**config.mk**
```make
export PLATFORM = sky130hd
export DESIGN_NAME = host_port_dev_flat
export DESIGN_NICKNAME = d
export VERILOG_FILES = /design/src/hdl/host_port_if.sv /design/src/hdl/host_port_dev.sv /design/src/hdl/pin_sync.sv /design/src/flat_wrapper.sv
export VERILOG_INCLUDE_DIRS = /design/src /design/src/hdl
export SDC_FILE = /design/constraint.sdc
export NUM_CORES = 1
export LEC_CHECK = 0
export ABC_AREA = 1
export ABC_CLOCK_PERIOD_IN_PS = 3600
export BUFFER_PORTS_ARGS = -buffer_cell sky130_fd_sc_hd__buf_2
export CORE_MARGIN = 3
export CORE_UTILIZATION = 65
export DETAILED_ROUTE_END_ITERATION = 6
export PLACE_DENSITY = 0.83
export SLEW_MARGIN = 20
export SYNTH_ARGS = -nofsm -noshare
export SYNTH_HDL_FRONTEND = slang
export SYNTH_SLANG_ARGS = --single-unit
```
**constraint.sdc**
```tcl
create_clock -name i_ref_clk -period 3.6 [get_ports i_ref_clk]
set_clock_uncertainty 0.1 [all_clocks]
set_input_delay 0.18 -clock i_ref_clk [delete_from_list [all_inputs] [get_ports i_ref_clk]]
set_output_delay 0.18 -clock i_ref_clk [all_outputs]
set_load 0.02 [all_outputs]
```
**src/hdl/host_port_params.svh**
```systemverilog
// constants for the dual-channel parallel host bus port
// Functional notes
// [RL1] three-bit address picks register in channel
// [RL2] eight-bit bidirectional data bus, device drives reads
// [RL3] strobe style: read strobe fall reads, rise captures
// [RL4] strobe style: write latched at strobe rise
// [RL5] line style: host ties read strobe high
// [RL6] line style: write pin is direction, high reads
// [RL7] strobe style: separate per-channel active-low selects
// [RL8] line style: channel-A select is device select
// [RL9] line style: channel-B select picks channel
// [RL10] modem bit3 one: interrupt driven, spare low
// [RL11] modem bit3 zero: interrupt released, spare high
// [RL12] line style: shared open-drain active-low interrupt
// [RL13] channel B follows own bit3; line style zero
// [RL14] data bus released unless selected read
`ifndef HOST_PORT_PARAMS_SVH
`define HOST_PORT_PARAMS_SVH
`define HP_ADDR_W 3
`define HP_DATA_W 8
`define HP_NUM_REGS 8
`define HP_MCR_ADDR 3'h4
`define HP_MCR_IRQ_EN_BIT 3
`define HP_REG_RESET 8'h00
`define HP_STROBE_CYCLES 4
`define HP_GAP_CYCLES 2
`endif

```
**src/hdl/host_port_if.sv**
```systemverilog
// pin-level interface between the host and the dual-channel port
`timescale 1ns/1ps
interface host_port_if;
  logic bus_sel; // high strobe style, low line style
  logic [2:0] reg_addr;
  logic read_strobe_n;
  logic write_strobe_n;
  logic chan_a_select_n;
  logic chan_b_select_n;
  logic [7:0] data_host_o;
  logic data_host_oe;
  logic [7:0] data_dev_o;
  logic data_dev_oe;
  logic chan_a_interrupt_o;
  logic chan_a_interrupt_oe;
  logic chan_b_interrupt_o;
  logic chan_b_interrupt_oe;
  logic spare_output_a_n;
  logic spare_output_b_n;
  modport dev (
    input bus_sel, reg_addr, read_strobe_n, write_strobe_n, chan_a_select_n, chan_b_select_n,
    input data_host_o, data_host_oe,
    output data_dev_o, data_dev_oe, chan_a_interrupt_o, chan_a_interrupt_oe,
    output chan_b_interrupt_o, chan_b_interrupt_oe, spare_output_a_n, spare_output_b_n
  );
  modport host (
    output bus_sel, reg_addr, read_strobe_n, write_strobe_n, chan_a_select_n, chan_b_select_n,
    output data_host_o, data_host_oe,
    input data_dev_o, data_dev_oe, chan_a_interrupt_o, chan_a_interrupt_oe,
    input chan_b_interrupt_o, chan_b_interrupt_oe, spare_output_a_n, spare_output_b_n
  );
endinterface

```
**src/hdl/host_port_dev.sv**
```systemverilog
// device end: pin decode, per-channel register banks, interrupt pins
`timescale 1ns/1ps
`include "host_port_params.svh"
// overview of the device end:
// - every host pin comes from outside this clock and passes the three-stage
//   synchroniser before any decode looks at it
// - the synchroniser holds a bit until stages two and three agree, so a
//   single-cycle glitch on a strobe never opens a transfer
// - the cost is latency: the device sees a pin roughly four cycles late, so
//   the host must hold a read strobe longer than that before capturing
// - the bus style pin is synchronised like the others; changing it in the
//   middle of a transfer is not supported and gives undefined decode
// - writes are two-phase: the opening edge records channel and address,
//   the closing edge stores the data byte seen on that same sample
// - reads drive the registered data one cycle after the decode sees them
// - all pin outputs come straight from flip-flops to keep them glitch free
module host_port_dev #(
  parameter int NUM_REGS = `HP_NUM_REGS
) (
  input wire logic i_ref_clk,
  input wire logic i_arst_n,
  host_port_if.dev bus,
  input wire logic i_chan_a_irq, // interrupt request from channel A logic
  input wire logic i_chan_b_irq, // interrupt request from channel B logic
  output logic [7:0] o_chan_a_mcr, // channel A modem-control copy
  output logic [7:0] o_chan_b_mcr // channel B modem-control copy
);
  // true while the decoded selects address either channel
  function automatic logic any_selected(input logic a, input logic b);
    // in strobe style both may be low; either one counts as a selected access
    any_selected = a || b;
  endfunction

  // synchronised pin levels: sel, rd, wr, csa, csb, addr[2:0], data[7:0]
  // packing them into one vector keeps a single synchroniser instance
  logic [15:0] pins_raw, pins;
  assign pins_raw = {bus.bus_sel, bus.read_strobe_n, bus.write_strobe_n, bus.chan_a_select_n,
                     bus.chan_b_select_n, bus.reg_addr, bus.data_host_o};
  pin_sync #(.WIDTH(16), .RESET_VAL(16'hf800)) u_sync (
    .i_ref_clk(i_ref_clk),
    .i_arst_n(i_arst_n),
    .i_pin(pins_raw),
    .o_level(pins)
  );
  // unpacked synchronised views of the pins
  logic sel; // bus style as seen by the device
  logic rd_n; // read strobe, unused in line style
  logic wr_n; // write strobe, or direction line in line style
  logic csa_n; // channel A select, or device select in line style
  logic csb_n; // channel B select, or channel bit in line style
  logic [2:0] addr; // register address within the channel
  logic [7:0] wdata; // byte the host drives during writes
  assign {sel, rd_n, wr_n, csa_n, csb_n, addr, wdata} = pins;

  // register banks, one per channel
  logic [7:0] regs_reg [2][NUM_REGS];
  logic [7:0] regs_next [2][NUM_REGS];
  logic wr_act_reg, wr_act_next; // write cycle in progress
  logic wr_ch_reg, wr_ch_next;
  logic [2:0] wr_addr_reg, wr_addr_next;
  logic [7:0] dout_reg, dout_next;
  logic doe_reg, doe_next;
  logic [1:0] irq_o_reg, irq_o_next, irq_oe_reg, irq_oe_next, spare_reg, spare_next;

  logic sel_a; // channel A addressed this cycle
  logic sel_b; // channel B addressed this cycle
  logic rd_req; // a read is asked for
  logic wr_req; // a write is asked for
  logic ch; // bank index: 0 channel A, 1 channel B
  // decode select, channel and direction for both styles
  // line style folds select and direction into one access strobe on the
  // device select, so read and write requests are both gated by it
  always_comb begin
    if (sel) begin
      sel_a = !csa_n; // [RL7]
      sel_b = !csb_n; // [RL7]
      rd_req = !rd_n; // [RL3]
      wr_req = !wr_n; // [RL4]
    end else begin
      sel_a = !csa_n && !csb_n; // [RL8] [RL9]
      sel_b = !csa_n && csb_n; // [RL9]
      rd_req = !csa_n && wr_n; // [RL6]
      wr_req = !csa_n && !wr_n; // [RL6]
    end
    ch = sel_b; // both selects in strobe style: channel B wins
  end

  // register update, read drive, interrupt pin state
  always_comb begin
    regs_next = regs_reg;
    wr_act_next = wr_act_reg;
    wr_ch_next = wr_ch_reg;
    wr_addr_next = wr_addr_reg;
    // write cycle opens on strobe fall, data lands on the rise
    // limitation: a write whose select drops before its strobe still lands,
    // since the closing edge is taken as the end of either qualifier
    if (wr_req && any_selected(sel_a, sel_b)) begin
      wr_act_next = 1'b1; // [RL4]
      wr_ch_next = ch;
      wr_addr_next = addr; // [RL1]
    end else if (wr_act_reg) begin
      wr_act_next = 1'b0;
      regs_next[wr_ch_reg][wr_addr_reg] = wdata; // [RL4]
    end
    // drive only during a selected read, released otherwise
    // releasing the bus outside reads keeps it free of contention with host writes
    doe_next = rd_req && any_selected(sel_a, sel_b); // [RL2] [RL14]
    dout_next = doe_next ? regs_reg[ch][addr] : 8'h00; // [RL1] [RL3]
    for (int c = 0; c < 2; c++) begin
      logic en;
      logic irq;
      en = regs_reg[c][`HP_MCR_ADDR][`HP_MCR_IRQ_EN_BIT];
      irq = (c == 0) ? i_chan_a_irq : i_chan_b_irq;
      spare_next[c] = !en; // [RL10] [RL11]
      irq_o_next[c] = irq; // [RL10] [RL13]
      irq_oe_next[c] = en; // [RL10] [RL11] [RL13]
    end
    // line style: one shared open-drain request, pulled low while any channel
    // asks; the unused channel B pin is held driven low
    if (!sel) begin
      irq_o_next[0] = 1'b0; // [RL12]
      irq_oe_next[0] = i_chan_a_irq || i_chan_b_irq; // [RL12]
      irq_o_next[1] = 1'b0; // [RL13]
      irq_oe_next[1] = 1'b1; // [RL13]
    end
  end

  // registers only
  // reset leaves the data bus and interrupt pins released and spares high,
  // which matches modem-control bit 3 being clear in every bank
  always_ff @(posedge i_ref_clk or negedge i_arst_n) begin
    if (!i_arst_n) begin
      for (int c = 0; c < 2; c++) begin
        for (int r = 0; r < NUM_REGS; r++) begin
          regs_reg[c][r] <= `HP_REG_RESET;
        end
      end
      wr_act_reg <= 1'b0;
      wr_ch_reg <= 1'b0;
      wr_addr_reg <= 3'h0;
      dout_reg <= 8'h00;
      doe_reg <= 1'b0;
      irq_o_reg <= 2'h0;
      irq_oe_reg <= 2'h0;
      spare_reg <= 2'h3;
    end else begin
      regs_reg <= regs_next;
      wr_act_reg <= wr_act_next;
      wr_ch_reg <= wr_ch_next;
      wr_addr_reg <= wr_addr_next;
      dout_reg <= dout_next;
      doe_reg <= doe_next;
      irq_o_reg <= irq_o_next;
      irq_oe_reg <= irq_oe_next;
      spare_reg <= spare_next;
    end
  end

  // pin outputs, each straight from a flip-flop
  assign bus.data_dev_o = dout_reg;
  assign bus.data_dev_oe = doe_reg;
  assign bus.chan_a_interrupt_o = irq_o_reg[0];
  assign bus.chan_a_interrupt_oe = irq_oe_reg[0];
  assign bus.chan_b_interrupt_o = irq_o_reg[1];
  assign bus.chan_b_interrupt_oe = irq_oe_reg[1];
  assign bus.spare_output_a_n = spare_reg[0];
  assign bus.spare_output_b_n = spare_reg[1];
  // modem-control copies for the channel logic beyond this port
  assign o_chan_a_mcr = regs_reg[0][`HP_MCR_ADDR];
  assign o_chan_b_mcr = regs_reg[1][`HP_MCR_ADDR];
endmodule

```
**src/hdl/pin_sync.sv**
```systemverilog
// three-stage input synchroniser with agreement-based change detection
`timescale 1ns/1ps
module pin_sync #(
  parameter int WIDTH = 1,
  parameter logic [WIDTH-1:0] RESET_VAL = '1
) (
  input wire logic i_ref_clk,
  input wire logic i_arst_n,
  input wire logic [WIDTH-1:0] i_pin,
  output logic [WIDTH-1:0] o_level
);
  logic [WIDTH-1:0] s1_reg, s2_reg, s3_reg, lvl_reg;
  logic [WIDTH-1:0] lvl_next;
  // a bit only changes once stages two and three agree
  always_comb begin
    lvl_next = lvl_reg;
    for (int i = 0; i < WIDTH; i++) begin
      if (s2_reg[i] == s3_reg[i]) begin
        lvl_next[i] = s3_reg[i];
      end
    end
  end
  // first stage feeds only the second
  always_ff @(posedge i_ref_clk or negedge i_arst_n) begin
    if (!i_arst_n) begin
      s1_reg <= RESET_VAL;
      s2_reg <= RESET_VAL;
      s3_reg <= RESET_VAL;
      lvl_reg <= RESET_VAL;
    end else begin
      s1_reg <= i_pin;
      s2_reg <= s1_reg;
      s3_reg <= s2_reg;
      lvl_reg <= lvl_next;
    end
  end
  assign o_level = lvl_reg;
endmodule
```
**src/flat_wrapper.sv**
```systemverilog
// flat-port wrapper written by rule: the top's interface ports become plain ports
module host_port_dev_flat 
#(
  parameter int NUM_REGS = `HP_NUM_REGS
)
  (i_ref_clk, i_arst_n, i_chan_a_irq, i_chan_b_irq, o_chan_a_mcr, o_chan_b_mcr, bus_bus_sel, bus_reg_addr, bus_read_strobe_n, bus_write_strobe_n, bus_chan_a_select_n, bus_chan_b_select_n, bus_data_host_o, bus_data_host_oe, bus_data_dev_o, bus_data_dev_oe, bus_chan_a_interrupt_o, bus_chan_a_interrupt_oe, bus_chan_b_interrupt_o, bus_chan_b_interrupt_oe, bus_spare_output_a_n, bus_spare_output_b_n);
  host_port_if bus_i ();
  input wire logic i_ref_clk;
  input wire logic i_arst_n;
  input wire logic i_chan_a_irq;
  input wire logic i_chan_b_irq;
  output logic [7:0] o_chan_a_mcr;
  output logic [7:0] o_chan_b_mcr;
  input wire logic [$bits(bus_i.bus_sel)-1:0] bus_bus_sel;
  input wire logic [$bits(bus_i.reg_addr)-1:0] bus_reg_addr;
  input wire logic [$bits(bus_i.read_strobe_n)-1:0] bus_read_strobe_n;
  input wire logic [$bits(bus_i.write_strobe_n)-1:0] bus_write_strobe_n;
  input wire logic [$bits(bus_i.chan_a_select_n)-1:0] bus_chan_a_select_n;
  input wire logic [$bits(bus_i.chan_b_select_n)-1:0] bus_chan_b_select_n;
  input wire logic [$bits(bus_i.data_host_o)-1:0] bus_data_host_o;
  input wire logic [$bits(bus_i.data_host_oe)-1:0] bus_data_host_oe;
  output wire logic [$bits(bus_i.data_dev_o)-1:0] bus_data_dev_o;
  output wire logic [$bits(bus_i.data_dev_oe)-1:0] bus_data_dev_oe;
  output wire logic [$bits(bus_i.chan_a_interrupt_o)-1:0] bus_chan_a_interrupt_o;
  output wire logic [$bits(bus_i.chan_a_interrupt_oe)-1:0] bus_chan_a_interrupt_oe;
  output wire logic [$bits(bus_i.chan_b_interrupt_o)-1:0] bus_chan_b_interrupt_o;
  output wire logic [$bits(bus_i.chan_b_interrupt_oe)-1:0] bus_chan_b_interrupt_oe;
  output wire logic [$bits(bus_i.spare_output_a_n)-1:0] bus_spare_output_a_n;
  output wire logic [$bits(bus_i.spare_output_b_n)-1:0] bus_spare_output_b_n;
  assign bus_i.bus_sel = bus_bus_sel;
  assign bus_i.reg_addr = bus_reg_addr;
  assign bus_i.read_strobe_n = bus_read_strobe_n;
  assign bus_i.write_strobe_n = bus_write_strobe_n;
  assign bus_i.chan_a_select_n = bus_chan_a_select_n;
  assign bus_i.chan_b_select_n = bus_chan_b_select_n;
  assign bus_i.data_host_o = bus_data_host_o;
  assign bus_i.data_host_oe = bus_data_host_oe;
  assign bus_data_dev_o = bus_i.data_dev_o;
  assign bus_data_dev_oe = bus_i.data_dev_oe;
  assign bus_chan_a_interrupt_o = bus_i.chan_a_interrupt_o;
  assign bus_chan_a_interrupt_oe = bus_i.chan_a_interrupt_oe;
  assign bus_chan_b_interrupt_o = bus_i.chan_b_interrupt_o;
  assign bus_chan_b_interrupt_oe = bus_i.chan_b_interrupt_oe;
  assign bus_spare_output_a_n = bus_i.spare_output_a_n;
  assign bus_spare_output_b_n = bus_i.spare_output_b_n;
  host_port_dev #(.NUM_REGS(NUM_REGS)) u_core (.i_ref_clk(i_ref_clk), .i_arst_n(i_arst_n), .bus(bus_i), .i_chan_a_irq(i_chan_a_irq), .i_chan_b_irq(i_chan_b_irq), .o_chan_a_mcr(o_chan_a_mcr), .o_chan_b_mcr(o_chan_b_mcr));
endmodule
```
Word level (Yosys, flattened, before mapping)
Cells that the tools add are included.
- logic and storage cells: 106
- output and inout port bits: 31
- bits in registers: 212
- input bits: 21
- equality and inequality tests: 16
- bitwise gates (word level): 5
- reduce and logical (&&, ||, !) cells: 17
- multiplexer cells: 19
- $lt $le $gt $ge: 6
- operator list (kind ; number):
    2-to-1 mux 64 bit ; 4
    bitwise mux 128 bit ; 1
    demux 64 bit (select 1 bit) ; 1
    2-to-1 mux 8 bit ; 4
    binary-select mux 8 bit (select 3 bit) ; 1
    demux 8 bit (select 3 bit) ; 1
    == test 1 bit ; 16
    >= comparator 4 bit (second input constant) ; 2
    logical AND 1 bit ; 8
    NOT 3 -> 4 bit ; 2
    logical NOT 1 bit ; 6
    2-to-1 mux 1 bit ; 5
    >= comparator 2 bit (second input constant) ; 2
    < comparator 4 x 1 -> 1 bit (second input constant) ; 1
    2-to-1 mux 2 bit ; 2
    NOT 1 -> 2 bit ; 2
    logical OR 1 bit ; 2
    < comparator 2 x 1 -> 1 bit (second input constant) ; 1
    AND reduction 2 bit ; 1
    NOT 1 bit ; 1

Depth between registers and ports, before layout
- word-level depth: 11
- gate-level depth with buffers: 11
- depth with buffers taken out: 10

Cells and area by module
From an unflattened synthesis, not the netlist that was laid out.
- cells, all modules: 946
- area, all modules: 9053.7 um^2
- modules (own cells, without submodules) (module ; area an instance (um^2) ; cells each ; instances):
    host_port_dev ; 7166.9 ; 818 ; 1
    pin_sync ; 1886.8 ; 128 ; 1

Worst setup path before layout
OpenSTA, ideal clock, no wires.
- kind: register -> register
- from: register u_core.u_sync.lvl_reg[11], in the netlist u_core.u_sync.o_level[11]
- to: register u_core.regs_reg (netlist bit u_core.o_chan_b_mcr[5])
- slack: 1.797 ns
- path buffers: 2
- setup time: 0.129 ns
- required time: 3.371 ns
- period minus slack after synthesis: 1.803 ns
- stages on the path, launching flop included: 10
- arrival: 1.574 ns
- cell sequence: dfstp_2 o21ai_2 inv_2 nor2_2 buf_6 nor2_8 nand2_8 buf_6 nand2_1 o21ai_2
- longest elaborated chain between the ends: 7
- elaborated cells on any way between the ends: 9
- ends and longest elaborated chain (what ; line ; RTL):
    start: declaration ; pin_sync.sv:12 ; logic [WIDTH-1:0] s1_reg, s2_reg, s3_reg, lvl_reg;
    start signal: assignment ; pin_sync.sv:34 ; lvl_reg <= lvl_next;
    logical NOT 1 bit ; host_port_dev.sv:76, host_port_dev.sv:80 ;
    logical AND 1 bit ; host_port_dev.sv:80 ; sel_a = !csa_n && !csb_n;
    2-to-1 mux 1 bit ; host_port_dev.sv:74 ; if (sel) begin
    logical OR 1 bit * ; host_port_dev.sv:31 ; any_selected = a || b;
    logical AND 1 bit * ; host_port_dev.sv:97 ; if (wr_req && any_selected(sel_a, sel_b)) begin
    NOT 1 bit (no line) * ; n/a ;
    AND reduction 2 bit (no line) * ; n/a ;
    end signal: indexed assignment ; host_port_dev.sv:135 ; regs_reg[c][r] <= `HP_REG_RESET;
    end signal: assignment ; host_port_dev.sv:147 ; regs_reg <= regs_next;
    end: declaration ; host_port_dev.sv:56 ; logic [7:0] regs_reg [2][NUM_REGS];
Mark *: on every way between the ends. The rest lies on a longest branch, timed or not.
A chain may end at the register's enable or synchronous reset.

Worst setup path in the final report
- from: register u_core.u_sync.lvl_reg[15], in the netlist u_core.u_sync.o_level[15]
- to: register u_core.regs_reg[115] (netlist bit)
- longest elaborated chain between the ends: 5
- elaborated cells on any way between the ends: 7
- ends and longest elaborated chain (what ; line):
    2-to-1 mux 1 bit ; host_port_dev.sv:74
    logical OR 1 bit ; host_port_dev.sv:31
    logical AND 1 bit * ; host_port_dev.sv:97
    NOT 1 bit (no line) * ; n/a
    AND reduction 2 bit (no line) * ; n/a
Marks and branches as above.

==> PnR_summary.wiki <==
{| class="wikitable"
! Metric !! Value
|-
| DRT iter0 DRCs || 658
|-
| Commonest non-fill, non-tap cell in the layout || sky130_fd_sc_hd__nand2_1
|-
| Count of port buffers added during placement || 50
|-
| Mean cell area of the mapped netlist || 9.66 um2
|-
| Classification of the worst-slack hold path || input port to flop
|-
| RSZ-0062 raised after global routing || no
|-
| Most numerous cell on the critical path || sky130_fd_sc_hd__nor2_2
|-
| Initial cell density of the core || 0.678
|-
| Data required time at the worst endpoint || 3.83 ns
|-
| Via density per instance || 5.82
|-
| Number of buffers inserted during clock tree synthesis || 21
|-
| Worst EP arrival || 2.84 ns
|-
| Net count, final || approximately 950
|-
| Power per Cell Area || around 750 mW/mm2
|-
| Net count of the mapped netlist || 925
|-
| Grt total ovfl || 0
|-
| Max stage delay on crit path || approximately 0.63 ns
|-
| Worst-path cell chain || clkinv_2 -> o21ai_2 -> inv_2 -> nor2_2 -> nor2_2 -> nand2_1 -> o21ai_0
|-
| Register clock-pin slew on the reported worst setup and hold paths || 0.06 ns
|-
| GRT Overall Usage || 0.272
|-
| Number of top-level pins || 52
|-
| Detailed placement HPWL || 11200 um
|-
| Number of buffers between clock root and the deepest sink || 3
|-
| Peak VDD IR || about 420 uV
|-
| Sequential cell area || 0.00533 mm2
|-
| Number of violations of the max-capacitance limit || 0
|-
| Vias in the first global route || 6118
|-
| Total Die Area || 0.0149 mm2
|-
| Accumulated negative setup slack || 0 ns
|-
| Normalized max-slew margin || 0.392
|-
| Area of combinational cells with multiple inputs || 0.00287 mm2
|-
| CTS tree || yes
|-
| Final slew viol count || 0
|-
| First-pass GRT wire length || 31600 um
|-
| DP Worst Slack || about 1.1 ns
|-
| Maximum number of pins on one net before global-route repair || approximately 120
|-
| Max FFs per register || between 100 and 150
|-
| Number of failing setup endpoints in the final timing report || 0
|-
| Number of distinct library cells after synthesis || 23
|-
| Sum of routed wire length over all layers || ~20000 um
|-
| Number of antenna violations at the first check in global routing || 0
|-
| Postcts setup bufs || 0
|-
| Cell Rows || just over 40
|-
| Tightest Pin Transition || 0.913 ns
|-
| Combined area of all synthesized cells || 0.00873 mm2
|-
| Endpoints failing hold || 0
|-
| Clock latency of the later-clocked register in the worst-skew pair || 0.49 ns
|-
| # clock sinks || 212
|-
| Layout overhead on the synthesized area || 12.1%
|-
| Maximum clock frequency || 383 MHz
|-
| Number of remaining DRC errors || 0
|-
| Leak || 4.52 nW
|-
| Run status || finished, final reports clean
|-
| Cell with the largest stage delay on the worst path || sky130_fd_sc_hd__dfstp_2
|-
| Number of storage elements in the synthesis netlist || 212
|-
| Detailed-route via count || 6506
|-
| Fin crit share || 0.724
|-
| Kind of start point of the critical path || flop
|-
| Total of fill cells in the finished design || just under 900
|-
| Post-CTS sizing || 0
|-
| Fraction of layout instances using a drive strength above 1 || 0.144
|-
| Clock root buffer master || sky130_fd_sc_hd__clkbuf_16
|-
| Seq/Total Area, Yosys || 0.611
|-
| Endpoint type of the worst setup path || flop
|-
| Number of instances in the synthesized netlist || ~900
|-
| Horizontal die dimension || 122 um
|-
| Final RePlAce weighted congestion || 0.840
|-
| Category of the most critical setup path || flop to flop
|-
| CTS H-Tree Depth || 1
|-
| Core region area || between 0.01 and 0.015 mm2
|-
| Count of yosys warnings during synthesis || 0
|-
| Crit-path max FO || 16
|-
| Floorplan die height || 122 um
|-
| Number of diodes added for antenna fixing || 0
|-
| Leading cell types in the layout, fill and taps excluded || 240 x sky130_fd_sc_hd__nand2_1, 190 x sky130_fd_sc_hd__dfrtp_1, 144 x sky130_fd_sc_hd__nand3_1
|-
| Pre-Repair DR Iteration Count || 5
|-
| Tmin final || 2.61 ns
|-
| Average wire per cell in the routed design || 17.8 um
|-
| Hold Buf Count CTS || 19
|-
| Remaining number of nets flagged by the antenna check after routing || 0
|-
| Worst-case setup margin in the final layout || 0.992 ns
|}
[routing by layer]
metal	track usage	routed length, um	vias to the layer above
met4	0.0749	483	0
met2	0.448	9560	264
met1	0.376	8200	3173
met3	0.0511	1680	44
li1	-	-	3025
met5	0	0	-
[critical path, delay by kind of cell (launching register included)]
| family | cells | cell delay, ns |
|---|---|---|
| AOI/OAI and AO/OA | 2 | 0.35 |
| buffers and inverters | 2 | 0.17 |
| and+or+nand+nor | 3 | 1.20 |
| DFF | 1 | 0.63 |
[area by class of cell]
type / instances / share of cell area
Sequential cell: 212 / 0.545
Multi-Input combinational cell: 589 / 0.293
Clock buffer: 29 / 0.0619
Timing Repair Buffer: 76 / 0.0538
Tap cell: 172 / 0.0220
Clock inverter: 8 / 0.0120
Inverter: 31 / 0.0120
[synth_stat cells]
library cell,instances,share of area
sky130_fd_sc_hd__o21ai_2,8,0.0080
sky130_fd_sc_hd__clkinv_1,1,0.00043
sky130_fd_sc_hd__nand2_1,242,0.10
sky130_fd_sc_hd__maj3_1,16,0.018
sky130_fd_sc_hd__clkbuf_1,34,0.015
sky130_fd_sc_hd__nor2_2,2,0.0014
sky130_fd_sc_hd__o211ai_1,1,0.00086
sky130_fd_sc_hd__dfstp_2,22,0.066
sky130_fd_sc_hd__nor2_8,1,0.0023
sky130_fd_sc_hd__buf_6,10,0.013
sky130_fd_sc_hd__o21ai_1,63,0.036
sky130_fd_sc_hd__clkinv_2,1,0.00057
sky130_fd_sc_hd__inv_1,28,0.012
sky130_fd_sc_hd__buf_2,7,0.0040
sky130_fd_sc_hd__buf_4,16,0.014
sky130_fd_sc_hd__dfrtp_1,190,0.54
sky130_fd_sc_hd__nand3_1,144,0.083
sky130_fd_sc_hd__nor2_1,24,0.010
sky130_fd_sc_hd__inv_2,1,0.00043
sky130_fd_sc_hd__buf_1,5,0.0022
sky130_fd_sc_hd__o21ai_0,71,0.041
sky130_fd_sc_hd__a21oi_1,9,0.0052
sky130_fd_sc_hd__nand2_8,8,0.018
[kinds of logic (layout without fill, tap and decap cells)]
logic type / Yosys count / count (layout) / synth area share
AOI/OAI and AO/OA: 152 / 152 / 0.0909
DFF: 212 / 212 / 0.611
buffers and inverters: 103 / 144 / 0.0609
adders and majority gates: 16 / 16 / 0.0183
and+or+nand+nor: 421 / 421 / 0.219
[final timing paths]
path / startpoint / endpoint / slack [ns] / depth (start not counted)
max: u_core.u_sync.o_level[15]$_DFFE_PN1N_ / u_core.regs_reg[115]$_DFFE_PN0P_ / 0.99 / 7
min: bus_reg_addr[1] / u_core.u_sync.s1_reg[9]$_DFF_PN0_ / 0.23 / 2
max reg2reg: u_core.u_sync.o_level[15]$_DFFE_PN1N_ / u_core.regs_reg[115]$_DFFE_PN0P_ / 0.99 / 7
min reg2reg: u_core.u_sync.s1_reg[9]$_DFF_PN0_ / u_core.u_sync.s2_reg[9]$_DFF_PN0_ / 0.25 / 0
max in group asynchronous: i_arst_n / u_core.regs_reg[39]$_DFFE_PN0P_ / 2.03 / 3
min in group asynchronous: i_arst_n / u_core.irq_oe_reg[1]$_DFF_PN0_ / 0.27 / 2
[metrics by stage]
| step | hold slack (ns) | std cells | util | area [um2] | total power [mW] |
|---|---|---|---|---|---|
| 6_report | 0.228 | 1117 | 0.760 | 9790 | 7.32 |
| 5_1_grt | 0.229 | 1117 | 0.760 | 9790 | 7.71 |
| 4_1_cts | 0.215 | 1117 | 0.760 | 9790 | 7.33 |
| 3_5_place_dp | 0.187 | 1061 | 0.689 | 8870 | 5.03 |
| 3_3_place_gp | 0.185 | 1061 | 0.689 | 8870 | 4.94 |
| 2_1_floorplan | -0.216 | 904 | - | 8730 | 4.64 |
[power breakdown]
part / switching [mW] / total, mW / internal [mW]
Combinational: 1.03 / 1.62 / 0.592
Clock: 0.877 / 2.27 / 1.39
Sequential: 0.388 / 3.44 / 3.05
(Power assumes the default switching activity.)
